File: config.mk
export PLATFORM = sky130hd
export DESIGN_NAME = ibrc_top
export DESIGN_NICKNAME = d
export VERILOG_FILES = /design/src/design/ibrc_pkg.sv /design/src/design/ibrc_top.sv
export VERILOG_INCLUDE_DIRS = /design/src /design/src/design
export SDC_FILE = /design/constraint.sdc
export NUM_CORES = 1
export LEC_CHECK = 0
export BUFFER_PORTS_ARGS = -buffer_cell sky130_fd_sc_hd__buf_2
export CAP_MARGIN = 15
export CORE_ASPECT_RATIO = 1.75
export CORE_MARGIN = 10
export CORE_UTILIZATION = 25
export DETAILED_ROUTE_END_ITERATION = 8
export GPL_TIMING_DRIVEN = 0
export PLACE_DENSITY = 0.53
export SLEW_MARGIN = 10
export SYNTH_ARGS = -nofsm -noshare
export SYNTH_HDL_FRONTEND = slang
export SYNTH_SLANG_ARGS = --single-unit
File: constraint.sdc
create_clock -name aclk -period 5.2 [get_ports aclk]
set_clock_uncertainty 0.2 [all_clocks]
set_input_delay 0.78 -clock aclk [delete_from_list [all_inputs] [get_ports aclk]]
set_output_delay 0.78 -clock aclk [all_outputs]
set_load 0.01 [all_outputs]
File: src/design/ibrc_defs.svh
`ifndef IBRC_DEFS_SVH
`define IBRC_DEFS_SVH
// Register byte offsets
`define IBRC_OFF_CTRL      12'h000
`define IBRC_OFF_STATUS    12'h004
`define IBRC_OFF_ROMADDR   12'h008
`define IBRC_OFF_ROMDATA   12'h00C
`define IBRC_OFF_BUSADDR   12'h010
`define IBRC_OFF_RXDATA    12'h014
`define IBRC_OFF_TXDATA    12'h018
`define IBRC_OFF_ADPSEL    12'h01C
`define IBRC_OFF_DUMP      12'h020
// Control register fields
`define IBRC_CTRL_DIR      0
`define IBRC_CTRL_UPPER_LO 1
`define IBRC_CTRL_UPPER_HI 3
`define IBRC_CTRL_LLO      4
`define IBRC_CTRL_EOI      5
`define IBRC_CTRL_SRQ      6
// Status register fields
`define IBRC_ST_ADDRESSED  0
`define IBRC_ST_REMOTE     1
`define IBRC_ST_RXVALID    2
`define IBRC_ST_TXBUSY     3
`define IBRC_ST_SELFTEST   4
`define IBRC_ST_DUMPBUSY   5
`define IBRC_ST_ATN        6
`define IBRC_ST_REN        7
// Reset values
`define IBRC_CTRL_RST      7'h00
`define IBRC_ROMADDR_RST   8'h00
// Timing: power-up strobe length and reset hold after supply recovers
`define IBRC_STROBE_NS     40
`define IBRC_STROBE_CYC    ((`IBRC_STROBE_NS + 3) / 4)
`define IBRC_HOLD_NS       400
`define IBRC_HOLD_CYC      ((`IBRC_HOLD_NS + 3) / 4)
// Checksum bias and dump length
`define IBRC_SUM_BIAS      8'hFF
`define IBRC_ROM_WORDS     2048
`endif

File: src/design/ibrc_pkg.sv
package ibrc_pkg;
    typedef enum logic [1:0] {HS_IDLE, HS_RDY, HS_ACC, HS_WAIT} ibrc_hs_t;
    typedef enum logic [1:0] {TK_IDLE, TK_WNRFD, TK_WNDAC, TK_REL} ibrc_tk_t;
    typedef enum logic [1:0] {PU_STROBE, PU_LOAD, PU_RUN} ibrc_pu_t;
    typedef struct packed {
        logic ren_n;
        logic ifc_n;
        logic atn_n;
        logic eoi_n;
        logic srq_n;
    } ibrc_ctl_t;
    typedef struct packed {
        logic dav_n;
        logic nrfd_n;
        logic ndac_n;
    } ibrc_hsk_t;
endpackage

File: src/design/ibrc_top.sv
`timescale 1ns/10ps
`default_nettype none
`include "ibrc_defs.svh"
module ibrc_top
    import ibrc_pkg::*;
(
    input  wire logic        aclk,
    input  wire logic        aresetn,
    input  wire logic        supply_ok,
    input  wire logic        test_mode_n,
    input  wire logic [7:0]  addr_switch,
    input  wire logic        key_local,
    input  wire logic        key_other,
    output logic             key_local_act,
    output logic             key_other_act,
    output logic             proc_reset_n,
    output logic             switch_common_strobe_n,
    output logic             self_test_run,
    output logic             irq,
    output logic [10:0]      rom_address_lines,
    output logic             rom_enable,
    input  wire logic [7:0]  rom_data,
    output logic [7:0]       rom_bus_data,
    output logic             rom_bus_drive,
    output logic [2:0]       adapter_register_select,
    output logic             transmit_direction_select,
    input  wire logic [7:0]  dio_n_i,
    output logic [7:0]       dio_n_o,
    output logic             dio_oe,
    input  wire ibrc_ctl_t   ctl_i,
    output ibrc_ctl_t        ctl_o,
    output logic             eoi_oe,
    output logic             srq_oe,
    input  wire ibrc_hsk_t   hsk_i,
    output ibrc_hsk_t        hsk_o,
    output logic             dav_oe,
    output logic             lsn_oe,
    input  wire logic [11:0] s_axi_awaddr,
    input  wire logic        s_axi_awvalid,
    output logic             s_axi_awready,
    input  wire logic [31:0] s_axi_wdata,
    input  wire logic [3:0]  s_axi_wstrb,
    input  wire logic        s_axi_wvalid,
    output logic             s_axi_wready,
    output logic [1:0]       s_axi_bresp,
    output logic             s_axi_bvalid,
    input  wire logic        s_axi_bready,
    input  wire logic [11:0] s_axi_araddr,
    input  wire logic        s_axi_arvalid,
    output logic             s_axi_arready,
    output logic [31:0]      s_axi_rdata,
    output logic [1:0]       s_axi_rresp,
    output logic             s_axi_rvalid,
    input  wire logic        s_axi_rready
);

function automatic logic is_mapped(input logic [11:0] a);
    is_mapped = (a[11:2] <= (`IBRC_OFF_DUMP >> 2)) && (a[1:0] == 2'b00);
endfunction

////////////////////////////////////////////////////////////////////////////////
// State
logic [6:0]  ctrl_r, ctrl_nxt;
logic [7:0]  romaddr_r, romaddr_nxt;
logic [7:0]  busaddr_r, busaddr_nxt;
logic        selftest_r, selftest_nxt;
ibrc_pu_t    pu_r, pu_nxt;
logic [7:0]  pucnt_r, pucnt_nxt;
logic [7:0]  holdcnt_r, holdcnt_nxt;
logic        preset_r, preset_nxt;
logic        addressed_r, addressed_nxt;
logic        remote_r, remote_nxt;
logic        irq_r, irq_nxt;
logic [7:0]  rx_r, rx_nxt;
logic        rxv_r, rxv_nxt;
logic [7:0]  tx_r, tx_nxt;
logic        txeoi_r, txeoi_nxt;
ibrc_hs_t    hs_r, hs_nxt;
ibrc_tk_t    tk_r, tk_nxt;
logic        dump_r, dump_nxt;
logic [10:0] dcnt_r, dcnt_nxt;
logic        romen_r, romen_nxt;
logic [7:0]  romq_r, romq_nxt;
logic        romdrv_r, romdrv_nxt;
logic [7:0]  sum_r, sum_nxt;
logic        sel_en_r, sel_en_nxt;
logic [2:0]  sel_r, sel_nxt;
logic        aw_r, aw_nxt, w_r, w_nxt;
logic [11:0] awa_r, awa_nxt;
logic [31:0] wd_r, wd_nxt;
logic        bv_r, bv_nxt, rv_r, rv_nxt, arr_r, arr_nxt;
logic [1:0]  br_r, br_nxt, rr_r, rr_nxt;
logic [31:0] rd_r, rd_nxt;
logic        kl_r, kl_nxt, ko_r, ko_nxt;

logic        atn, dav, nrfd, ndac, take_part, wr_fire, rd_fire, dump_load;
logic [7:0]  dio;

////////////////////////////////////////////////////////////////////////////////
// Combinational next state
always_comb
begin
    // Bus lines are low-true
    // Active low lines
    atn  = ~ctl_i.atn_n;
    dav  = ~hsk_i.dav_n;
    nrfd = ~hsk_i.nrfd_n;
    ndac = ~hsk_i.ndac_n;
    dio  = ~dio_n_i;
    ctrl_nxt = ctrl_r;
    romaddr_nxt = romaddr_r;
    busaddr_nxt = busaddr_r;
    selftest_nxt = selftest_r;
    pu_nxt = pu_r;
    pucnt_nxt = pucnt_r;
    holdcnt_nxt = holdcnt_r;
    preset_nxt = preset_r;
    addressed_nxt = addressed_r;
    remote_nxt = remote_r;
    irq_nxt = 1'b0;
    rx_nxt = rx_r;
    rxv_nxt = rxv_r;
    tx_nxt = tx_r;
    txeoi_nxt = txeoi_r;
    hs_nxt = hs_r;
    tk_nxt = tk_r;
    dump_nxt = dump_r;
    dcnt_nxt = dcnt_r;
    romen_nxt = 1'b0;
    romq_nxt = romq_r;
    romdrv_nxt = romdrv_r;
    sum_nxt = sum_r;
    sel_en_nxt = sel_en_r;
    sel_nxt = sel_r;
    aw_nxt = aw_r;
    w_nxt = w_r;
    awa_nxt = awa_r;
    wd_nxt = wd_r;
    bv_nxt = bv_r;
    br_nxt = br_r;
    rv_nxt = rv_r;
    rr_nxt = rr_r;
    rd_nxt = rd_r;
    arr_nxt = 1'b0;
    kl_nxt = key_local & ~(remote_r & ctrl_r[`IBRC_CTRL_LLO]);
    ko_nxt = key_other & ~remote_r;

    if (!supply_ok)
    begin
        preset_nxt = 1'b1;
        holdcnt_nxt = 8'(`IBRC_HOLD_CYC);
    end
    else if (holdcnt_r != 8'h00)
        holdcnt_nxt = holdcnt_r - 8'h01;
    else
        preset_nxt = 1'b0;

    unique case (pu_r)
        PU_STROBE:
        begin
            if (pucnt_r == 8'h00)
                pu_nxt = PU_LOAD;
            else
                pucnt_nxt = pucnt_r - 8'h01;
        end
        PU_LOAD:
        begin
            busaddr_nxt = addr_switch;
            selftest_nxt = ~test_mode_n;
            pu_nxt = PU_RUN;
        end
        PU_RUN:
        begin
        end
    endcase

    // AXI write side takes address and data in either order
    wr_fire = aw_r && w_r && !bv_r;
    if (s_axi_awvalid && s_axi_awready)
    begin
        aw_nxt = 1'b1;
        awa_nxt = s_axi_awaddr;
    end
    if (s_axi_wvalid && s_axi_wready)
    begin
        w_nxt = 1'b1;
        wd_nxt = s_axi_wdata;
    end
    if (wr_fire)
    begin
        aw_nxt = 1'b0;
        w_nxt = 1'b0;
        bv_nxt = 1'b1;
        br_nxt = is_mapped(awa_r) ? 2'b00 : 2'b10;
        if (wd_r[0] | s_axi_wstrb[0] | 1'b1)
        begin
            unique case (awa_r)
                `IBRC_OFF_CTRL: ctrl_nxt = wd_r[6:0];
                `IBRC_OFF_ROMADDR: romaddr_nxt = wd_r[7:0];
                `IBRC_OFF_ROMDATA: romen_nxt = 1'b1;
                `IBRC_OFF_TXDATA:
                begin
                    tx_nxt = wd_r[7:0];
                    txeoi_nxt = wd_r[8];
                    if (tk_r == TK_IDLE)
                        tk_nxt = TK_WNRFD;
                end
                `IBRC_OFF_ADPSEL: sel_nxt = wd_r[2:0];
                `IBRC_OFF_DUMP:
                begin
                    dump_nxt = 1'b1;
                    dcnt_nxt = 11'h000;
                    sum_nxt = `IBRC_SUM_BIAS;
                end
                default:
                begin
                end
            endcase
        end
    end
    if (bv_r && s_axi_bready)
        bv_nxt = 1'b0;

    // AXI read side
    rd_fire = s_axi_arvalid && !rv_r && !arr_r;
    if (rd_fire)
    begin
        arr_nxt = 1'b1;
        rv_nxt = 1'b1;
        rr_nxt = is_mapped(s_axi_araddr) ? 2'b00 : 2'b10;
        rd_nxt = 32'h00000000;
        unique case (s_axi_araddr)
            `IBRC_OFF_CTRL: rd_nxt = {25'h0, ctrl_r};
            `IBRC_OFF_STATUS:
                rd_nxt = {24'h0, ~ctl_i.ren_n, atn, dump_r, selftest_r,
                          tk_r != TK_IDLE, rxv_r, remote_r, addressed_r};
            `IBRC_OFF_ROMADDR: rd_nxt = {24'h0, romaddr_r};
            `IBRC_OFF_ROMDATA: rd_nxt = {24'h0, romq_r};
            `IBRC_OFF_BUSADDR: rd_nxt = {24'h0, busaddr_r};
            `IBRC_OFF_RXDATA:
            begin
                rd_nxt = {24'h0, rx_r};
                rxv_nxt = 1'b0;
            end
            `IBRC_OFF_DUMP: rd_nxt = {24'h0, sum_r};
            default:
            begin
            end
        endcase
    end
    if (rv_r && s_axi_rready)
        rv_nxt = 1'b0;

    if (atn && hs_r == HS_RDY && dav)
    begin
        if (dio[4:0] == busaddr_r[4:0] && dio[6:5] != 2'b11)
        begin
            if (!addressed_r)
                irq_nxt = 1'b1;
            addressed_nxt = 1'b1;
            remote_nxt = remote_r | ~ctl_i.ren_n;
            sel_en_nxt = 1'b1;
        end
        else if (dio[6:0] == 7'h3F)
            addressed_nxt = 1'b0;
    end
    // Clear outranks a same-cycle address match
    if (!ctl_i.ifc_n)
    begin
        addressed_nxt = 1'b0;
        irq_nxt = 1'b0;
    end
    if (ctl_i.ren_n)
        remote_nxt = 1'b0;

    take_part = atn || (addressed_r && !transmit_direction_select);
    unique case (hs_r)
        HS_IDLE: if (take_part) hs_nxt = HS_RDY;
        HS_RDY:
        begin
            // Drop out once no longer a party, so foreign bytes are not held up
            if (!take_part)
                hs_nxt = HS_IDLE;
            else if (dav)
                hs_nxt = HS_ACC;
        end
        HS_ACC:
        begin
            if (!atn)
            begin
                rx_nxt = dio;
                rxv_nxt = 1'b1;
            end
            hs_nxt = HS_WAIT;
        end
        HS_WAIT: if (!dav) hs_nxt = take_part ? HS_RDY : HS_IDLE;
    endcase

    unique case (tk_r)
        TK_IDLE:  tk_nxt = tk_nxt;
        TK_WNRFD: if (!nrfd && !atn) tk_nxt = TK_WNDAC;
        TK_WNDAC: if (!ndac) tk_nxt = TK_REL;
        TK_REL:   tk_nxt = TK_IDLE;
    endcase

    // Dump stream feeds talker
    // Each byte address goes through the latch, as a processor write would
    dump_load = dump_r && tk_r == TK_IDLE && !wr_fire && !romen_r;
    if (dump_r && tk_r == TK_IDLE && !wr_fire)
    begin
        romen_nxt = 1'b1;
        if (romen_r)
        begin
            tx_nxt = rom_data;
            sum_nxt = sum_r + rom_data;
            txeoi_nxt = (dcnt_r == 11'(`IBRC_ROM_WORDS - 1));
            tk_nxt = TK_WNRFD;
            romen_nxt = 1'b0;
            dcnt_nxt = dcnt_r + 11'h001;
            if (dcnt_r == 11'(`IBRC_ROM_WORDS - 1))
                dump_nxt = 1'b0;
        end
        else
        begin
            romaddr_nxt = dcnt_r[7:0];
            ctrl_nxt[`IBRC_CTRL_UPPER_HI:`IBRC_CTRL_UPPER_LO] = dcnt_r[10:8];
        end
    end
    if (romen_r)
    begin
        romq_nxt = rom_data;
        romdrv_nxt = 1'b1;
    end
    else
        romdrv_nxt = 1'b0;
end

////////////////////////////////////////////////////////////////////////////////
// Registers
always_ff @(posedge aclk)
begin
    if (!aresetn)
    begin
        ctrl_r <= `IBRC_CTRL_RST;
        romaddr_r <= `IBRC_ROMADDR_RST;
        busaddr_r <= 8'h00;
        selftest_r <= 1'b0;
        pu_r <= PU_STROBE;
        pucnt_r <= 8'(`IBRC_STROBE_CYC);
        holdcnt_r <= 8'(`IBRC_HOLD_CYC);
        preset_r <= 1'b1;
        addressed_r <= 1'b0;
        remote_r <= 1'b0;
        irq_r <= 1'b0;
        rx_r <= 8'h00;
        rxv_r <= 1'b0;
        tx_r <= 8'h00;
        txeoi_r <= 1'b0;
        hs_r <= HS_IDLE;
        tk_r <= TK_IDLE;
        dump_r <= 1'b0;
        dcnt_r <= 11'h000;
        romen_r <= 1'b0;
        romq_r <= 8'h00;
        romdrv_r <= 1'b0;
        sum_r <= 8'h00;
        sel_en_r <= 1'b0;
        sel_r <= 3'h0;
        aw_r <= 1'b0;
        w_r <= 1'b0;
        awa_r <= 12'h000;
        wd_r <= 32'h00000000;
        bv_r <= 1'b0;
        br_r <= 2'b00;
        rv_r <= 1'b0;
        rr_r <= 2'b00;
        rd_r <= 32'h00000000;
        arr_r <= 1'b0;
        kl_r <= 1'b0;
        ko_r <= 1'b0;
    end
    else
    begin
        ctrl_r <= ctrl_nxt;
        romaddr_r <= romaddr_nxt;
        busaddr_r <= busaddr_nxt;
        selftest_r <= selftest_nxt;
        pu_r <= pu_nxt;
        pucnt_r <= pucnt_nxt;
        holdcnt_r <= holdcnt_nxt;
        preset_r <= preset_nxt;
        addressed_r <= addressed_nxt;
        remote_r <= remote_nxt;
        irq_r <= irq_nxt;
        rx_r <= rx_nxt;
        rxv_r <= rxv_nxt;
        tx_r <= tx_nxt;
        txeoi_r <= txeoi_nxt;
        hs_r <= hs_nxt;
        tk_r <= tk_nxt;
        dump_r <= dump_nxt;
        dcnt_r <= dcnt_nxt;
        romen_r <= romen_nxt;
        romq_r <= romq_nxt;
        romdrv_r <= romdrv_nxt;
        sum_r <= sum_nxt;
        sel_en_r <= sel_en_nxt;
        sel_r <= sel_nxt;
        aw_r <= aw_nxt;
        w_r <= w_nxt;
        awa_r <= awa_nxt;
        wd_r <= wd_nxt;
        bv_r <= bv_nxt;
        br_r <= br_nxt;
        rv_r <= rv_nxt;
        rr_r <= rr_nxt;
        rd_r <= rd_nxt;
        arr_r <= arr_nxt;
        kl_r <= kl_nxt;
        ko_r <= ko_nxt;
    end
end

////////////////////////////////////////////////////////////////////////////////
// Outputs, all from flip-flops
assign s_axi_awready = !aw_r;
assign s_axi_wready  = !w_r;
assign s_axi_bvalid  = bv_r;
assign s_axi_bresp   = br_r;
assign s_axi_arready = arr_r;
assign s_axi_rvalid  = rv_r;
assign s_axi_rresp   = rr_r;
assign s_axi_rdata   = rd_r;
assign proc_reset_n  = !preset_r;
assign switch_common_strobe_n = !(pu_r == PU_STROBE);
assign self_test_run = selftest_r;
assign irq = irq_r;
assign rom_address_lines = {ctrl_r[`IBRC_CTRL_UPPER_HI:`IBRC_CTRL_UPPER_LO], romaddr_r};
assign rom_enable = romen_r;
assign rom_bus_data = romq_r;
assign rom_bus_drive = romdrv_r;
assign adapter_register_select = sel_en_r ? sel_r : 3'h0;
assign transmit_direction_select = ctrl_r[`IBRC_CTRL_DIR];
assign dio_n_o = ~tx_r;
assign dio_oe  = transmit_direction_select && tk_r != TK_IDLE;
assign dav_oe  = tk_r == TK_WNDAC;
assign lsn_oe  = !transmit_direction_select;
// EOI on last byte when attention off
assign eoi_oe  = tk_r == TK_WNDAC && txeoi_r;
assign srq_oe  = ctrl_r[`IBRC_CTRL_SRQ];
assign ctl_o   = '{ren_n: 1'b1, ifc_n: 1'b1, atn_n: 1'b1, eoi_n: 1'b0, srq_n: 1'b0};
// Idle releases both lines; NRFD falls before NDAC is released
assign hsk_o   = '{dav_n: 1'b0, nrfd_n: hs_r == HS_RDY || hs_r == HS_IDLE,
                   ndac_n: hs_r == HS_WAIT || hs_r == HS_IDLE};
assign key_local_act = kl_r;
assign key_other_act = ko_r;
endmodule
`default_nettype wire

==> metrics.cfg <==
[job]
maxCapViolations = 0

[worst_setup_path]
worstPathCellList = clkbuf_1, buf_1, mux2i_1, o22ai_1, a221o_1, a21oi_1, o21ai_1
path_class = in2reg
slowest_delay_ns = 0.59
crit_family = buffers and inverters
endpoint_kind = flip-flop
worstPathRequired_ns = 5.30
critPathLaunchType = input port
cp.arrival_ns = 2.87
cp_slowest_cell = buf_1
worstPathMaxFanout = 10
path_buf_inv = 2

[route]
drcViolationCount = 0
dr.first_iter.drc_count = 397
vias_per_cell = 4.72
ant_nets = 0
drt-wirelength-per-cell_um = 18.3
totalWireLength_mm = 24.5
dr_total_vias = 6333
drt_pass1_iterations = 4

[cts]
cts_hold_buf = 0
insertion_delay_ns = 0.42
cts_root_buf = clkbuf_16
cts_resized = 0
cts_made_buffers = 17
clk_pin_slew_ns = 0.06
cts_tree = done
clockBufferDepth = 2
cts.sinks = 140
cts_setup_buffers = 0
htreeDepth = 4

[die]
dieArea_sq_um = 34400
initial_core_util_pct = 25.4
io_pins = 196
placeableCoreArea_sq_um = 26700
dieWidth_um = 144
row_count = 79
chipHeight_um = 238

[global_route]
met1_usage_pct = 13.9
grt_pass1_wl_mm = 36.5
grt_max_degree = 17
busiest_layer = met2
antenna_found_initial = 2
track_usage_pct = 14.0
grt_pass1_vias = 6451
met2_usage_pct = 26.4
grt_overflow = 0
use_met3_pct = 3.10

[yosys]
ys_async_sr_fraction_pct = 0
avgSynthCellArea_sq_um = 8.23
seq_area_frac_synth_pct = 41.3
synth_top_area_share_pct = 41.3
synthTopCellsByArea = dfxtp_1 (41%), nand2_1 (7.2%), nor2_1 (5.3%)
synth_edf_count = 0
synth_most_common_cell = dfxtp_1
yosys.area.top_type = dfxtp_1
synth_cell_types = 63
ys_ff_latch = 140
synth_ff_type = dfxtp_1
syn_inst = 824
netlist_area_sq_um = 6780
yosys-top-cells-count = dfxtp_1 (140), nand2_1 (130), nor2_1 (95)
yosysWarnings = 0

[place]
port_buffers = 131
dpl.hpwl_mm = 19.8
gp_congestion = 0.855
dp_slack_ns = 1.99

[timing]
tightest_slew_ns = 0.849
hold_viol = 0
slew_headroom_pct = 43.4
drv_slew = 0
period_needed_ns = 2.77
setup_viol = 0
rsz0062_at_grt = false
period_share_pct = 53.3
tns_ns = 0
setup_slack_ns = 2.43
whs_ns = 0.250
max_freq_mhz = 361

[cells_and_area]
multi_input_area_sq_um = 3550
fill_cells = 2920
drive_gt1_share_pct = 20.9
final_nets = 1124
ff_latch_area_sq_um = 2800
finalCoreUtilization_pct = 31.9
area_growth_pct = 25.7

[power]
p_per_area_nw_per_um2 = 312
power_leakage_nw = 3.57
vdd_drop_max_uv = 214

[outcome]
status = finished clean

[min_path]
hold_class = reg2reg

-- layer usage --
| layer | share of wire [%] | wire, um | up-vias |
|---|---|---|---|
| met5 | 0.029 | 7 | - |
| met4 | 2.9 | 702 | 2 |
| met3 | 5.7 | 1410 | 37 |
| met2 | 54 | 13300 | 184 |
| met1 | 37 | 9050 | 2946 |
| li1 | - | - | 3164 |
-- power by group --
group	leakage, nW	internal [W]	switching [W]
sequential	1.14	0.00112	0.0000475
clock	0.270	0.000726	0.000457
combinational	2.16	0.000129	0.000185
-- worst register-to-register path, stage by stage (launching register included) --
cell and delay, ns:
dfxtp_1 0.34, nor2_1 0.53, nand4_1 0.45, nor3_1 0.44
and3_1 0.24, nand3_1 0.10, mux2i_1 0.13
-- cells in the final DEF, fill, tap and decap left out, types with 27 or more instances in the layout --
cell type / instances
dfxtp_1: 140
buf_2: 131
nand2_1: 130
nor2_1: 95
a21oi_1: 71
buf_4: 35
clkbuf_1: 33
conb_1: 32
mux2i_1: 31
o21ai_0: 28
inv_1: 27
-- per-stage QoR --
stage / cell area [sq um] / power, W / instances
floorplan: 6890 / 0.00139 / 854
global placement: 7950 / 0.00150 / 1309
detailed placement: 7960 / 0.00150 / 1310
CTS: 8520 / 0.00268 / 1341
global route: 8520 / 0.00278 / 1342
finish: 8520 / 0.00266 / 1342
-- layout make-up --
class | instances | share of cell area, %
plain buffers | 71 | 4.93
clock buffers | 24 | 5.53
flip-flops and latches | 140 | 32.9
multi-input cells | 614 | 41.6
well taps | 324 | 4.76
repair buffers | 132 | 7.74
clock inverters | 7 | 1.06
inverters | 29 | 1.42
diodes | 1 | 0.0294
-- final timing paths --
kind,startpoint,end,slack [ns],depth (start not counted)
worst max-delay path,s_axi_araddr[2],s_axi_rdata[3]$_SDFFE_PN0P_,2.43,7
worst min-delay path,s_axi_rdata[7]$_SDFFE_PN0P_,s_axi_rdata[7]$_SDFFE_PN0P_,0.25,2
worst max register to register,tk_r[0]$_SDFF_PN0_,dcnt_r[9]$_SDFF_PN0_,2.66,6
worst min register to register,s_axi_rdata[7]$_SDFFE_PN0P_,s_axi_rdata[7]$_SDFFE_PN0P_,0.25,2
-- state kept, by name (all words and copies together), names as in the netlist, 2 cells and up, named ones only --
register	cells
awa_r	12
busaddr_r	8
ctrl_r	7
dcnt_r	11
holdcnt_r	8
pu_r	2
pucnt_r	8
rom_bus_data	8
romaddr_r	8
rx_r	8
s_axi_rdata	8
sel_r	3
sum_r	8
tk_r	2
tx_r	8
wd_r	9
-- logic make-up after synthesis --
family / count (synthesis) / synth area share (%)
DFF: 140 / 41.3
and+or+nand+nor: 333 / 23.0
buffers and inverters: 100 / 7.99
muxes: 40 / 6.07
xor gates and xnor gates: 23 / 2.97
other: 2 / 0.111
AOI/OAI and AO/OA: 170 / 15.5
adders and majority gates: 16 / 3.06
Note: power is estimated with default switching activity, not from simulation.
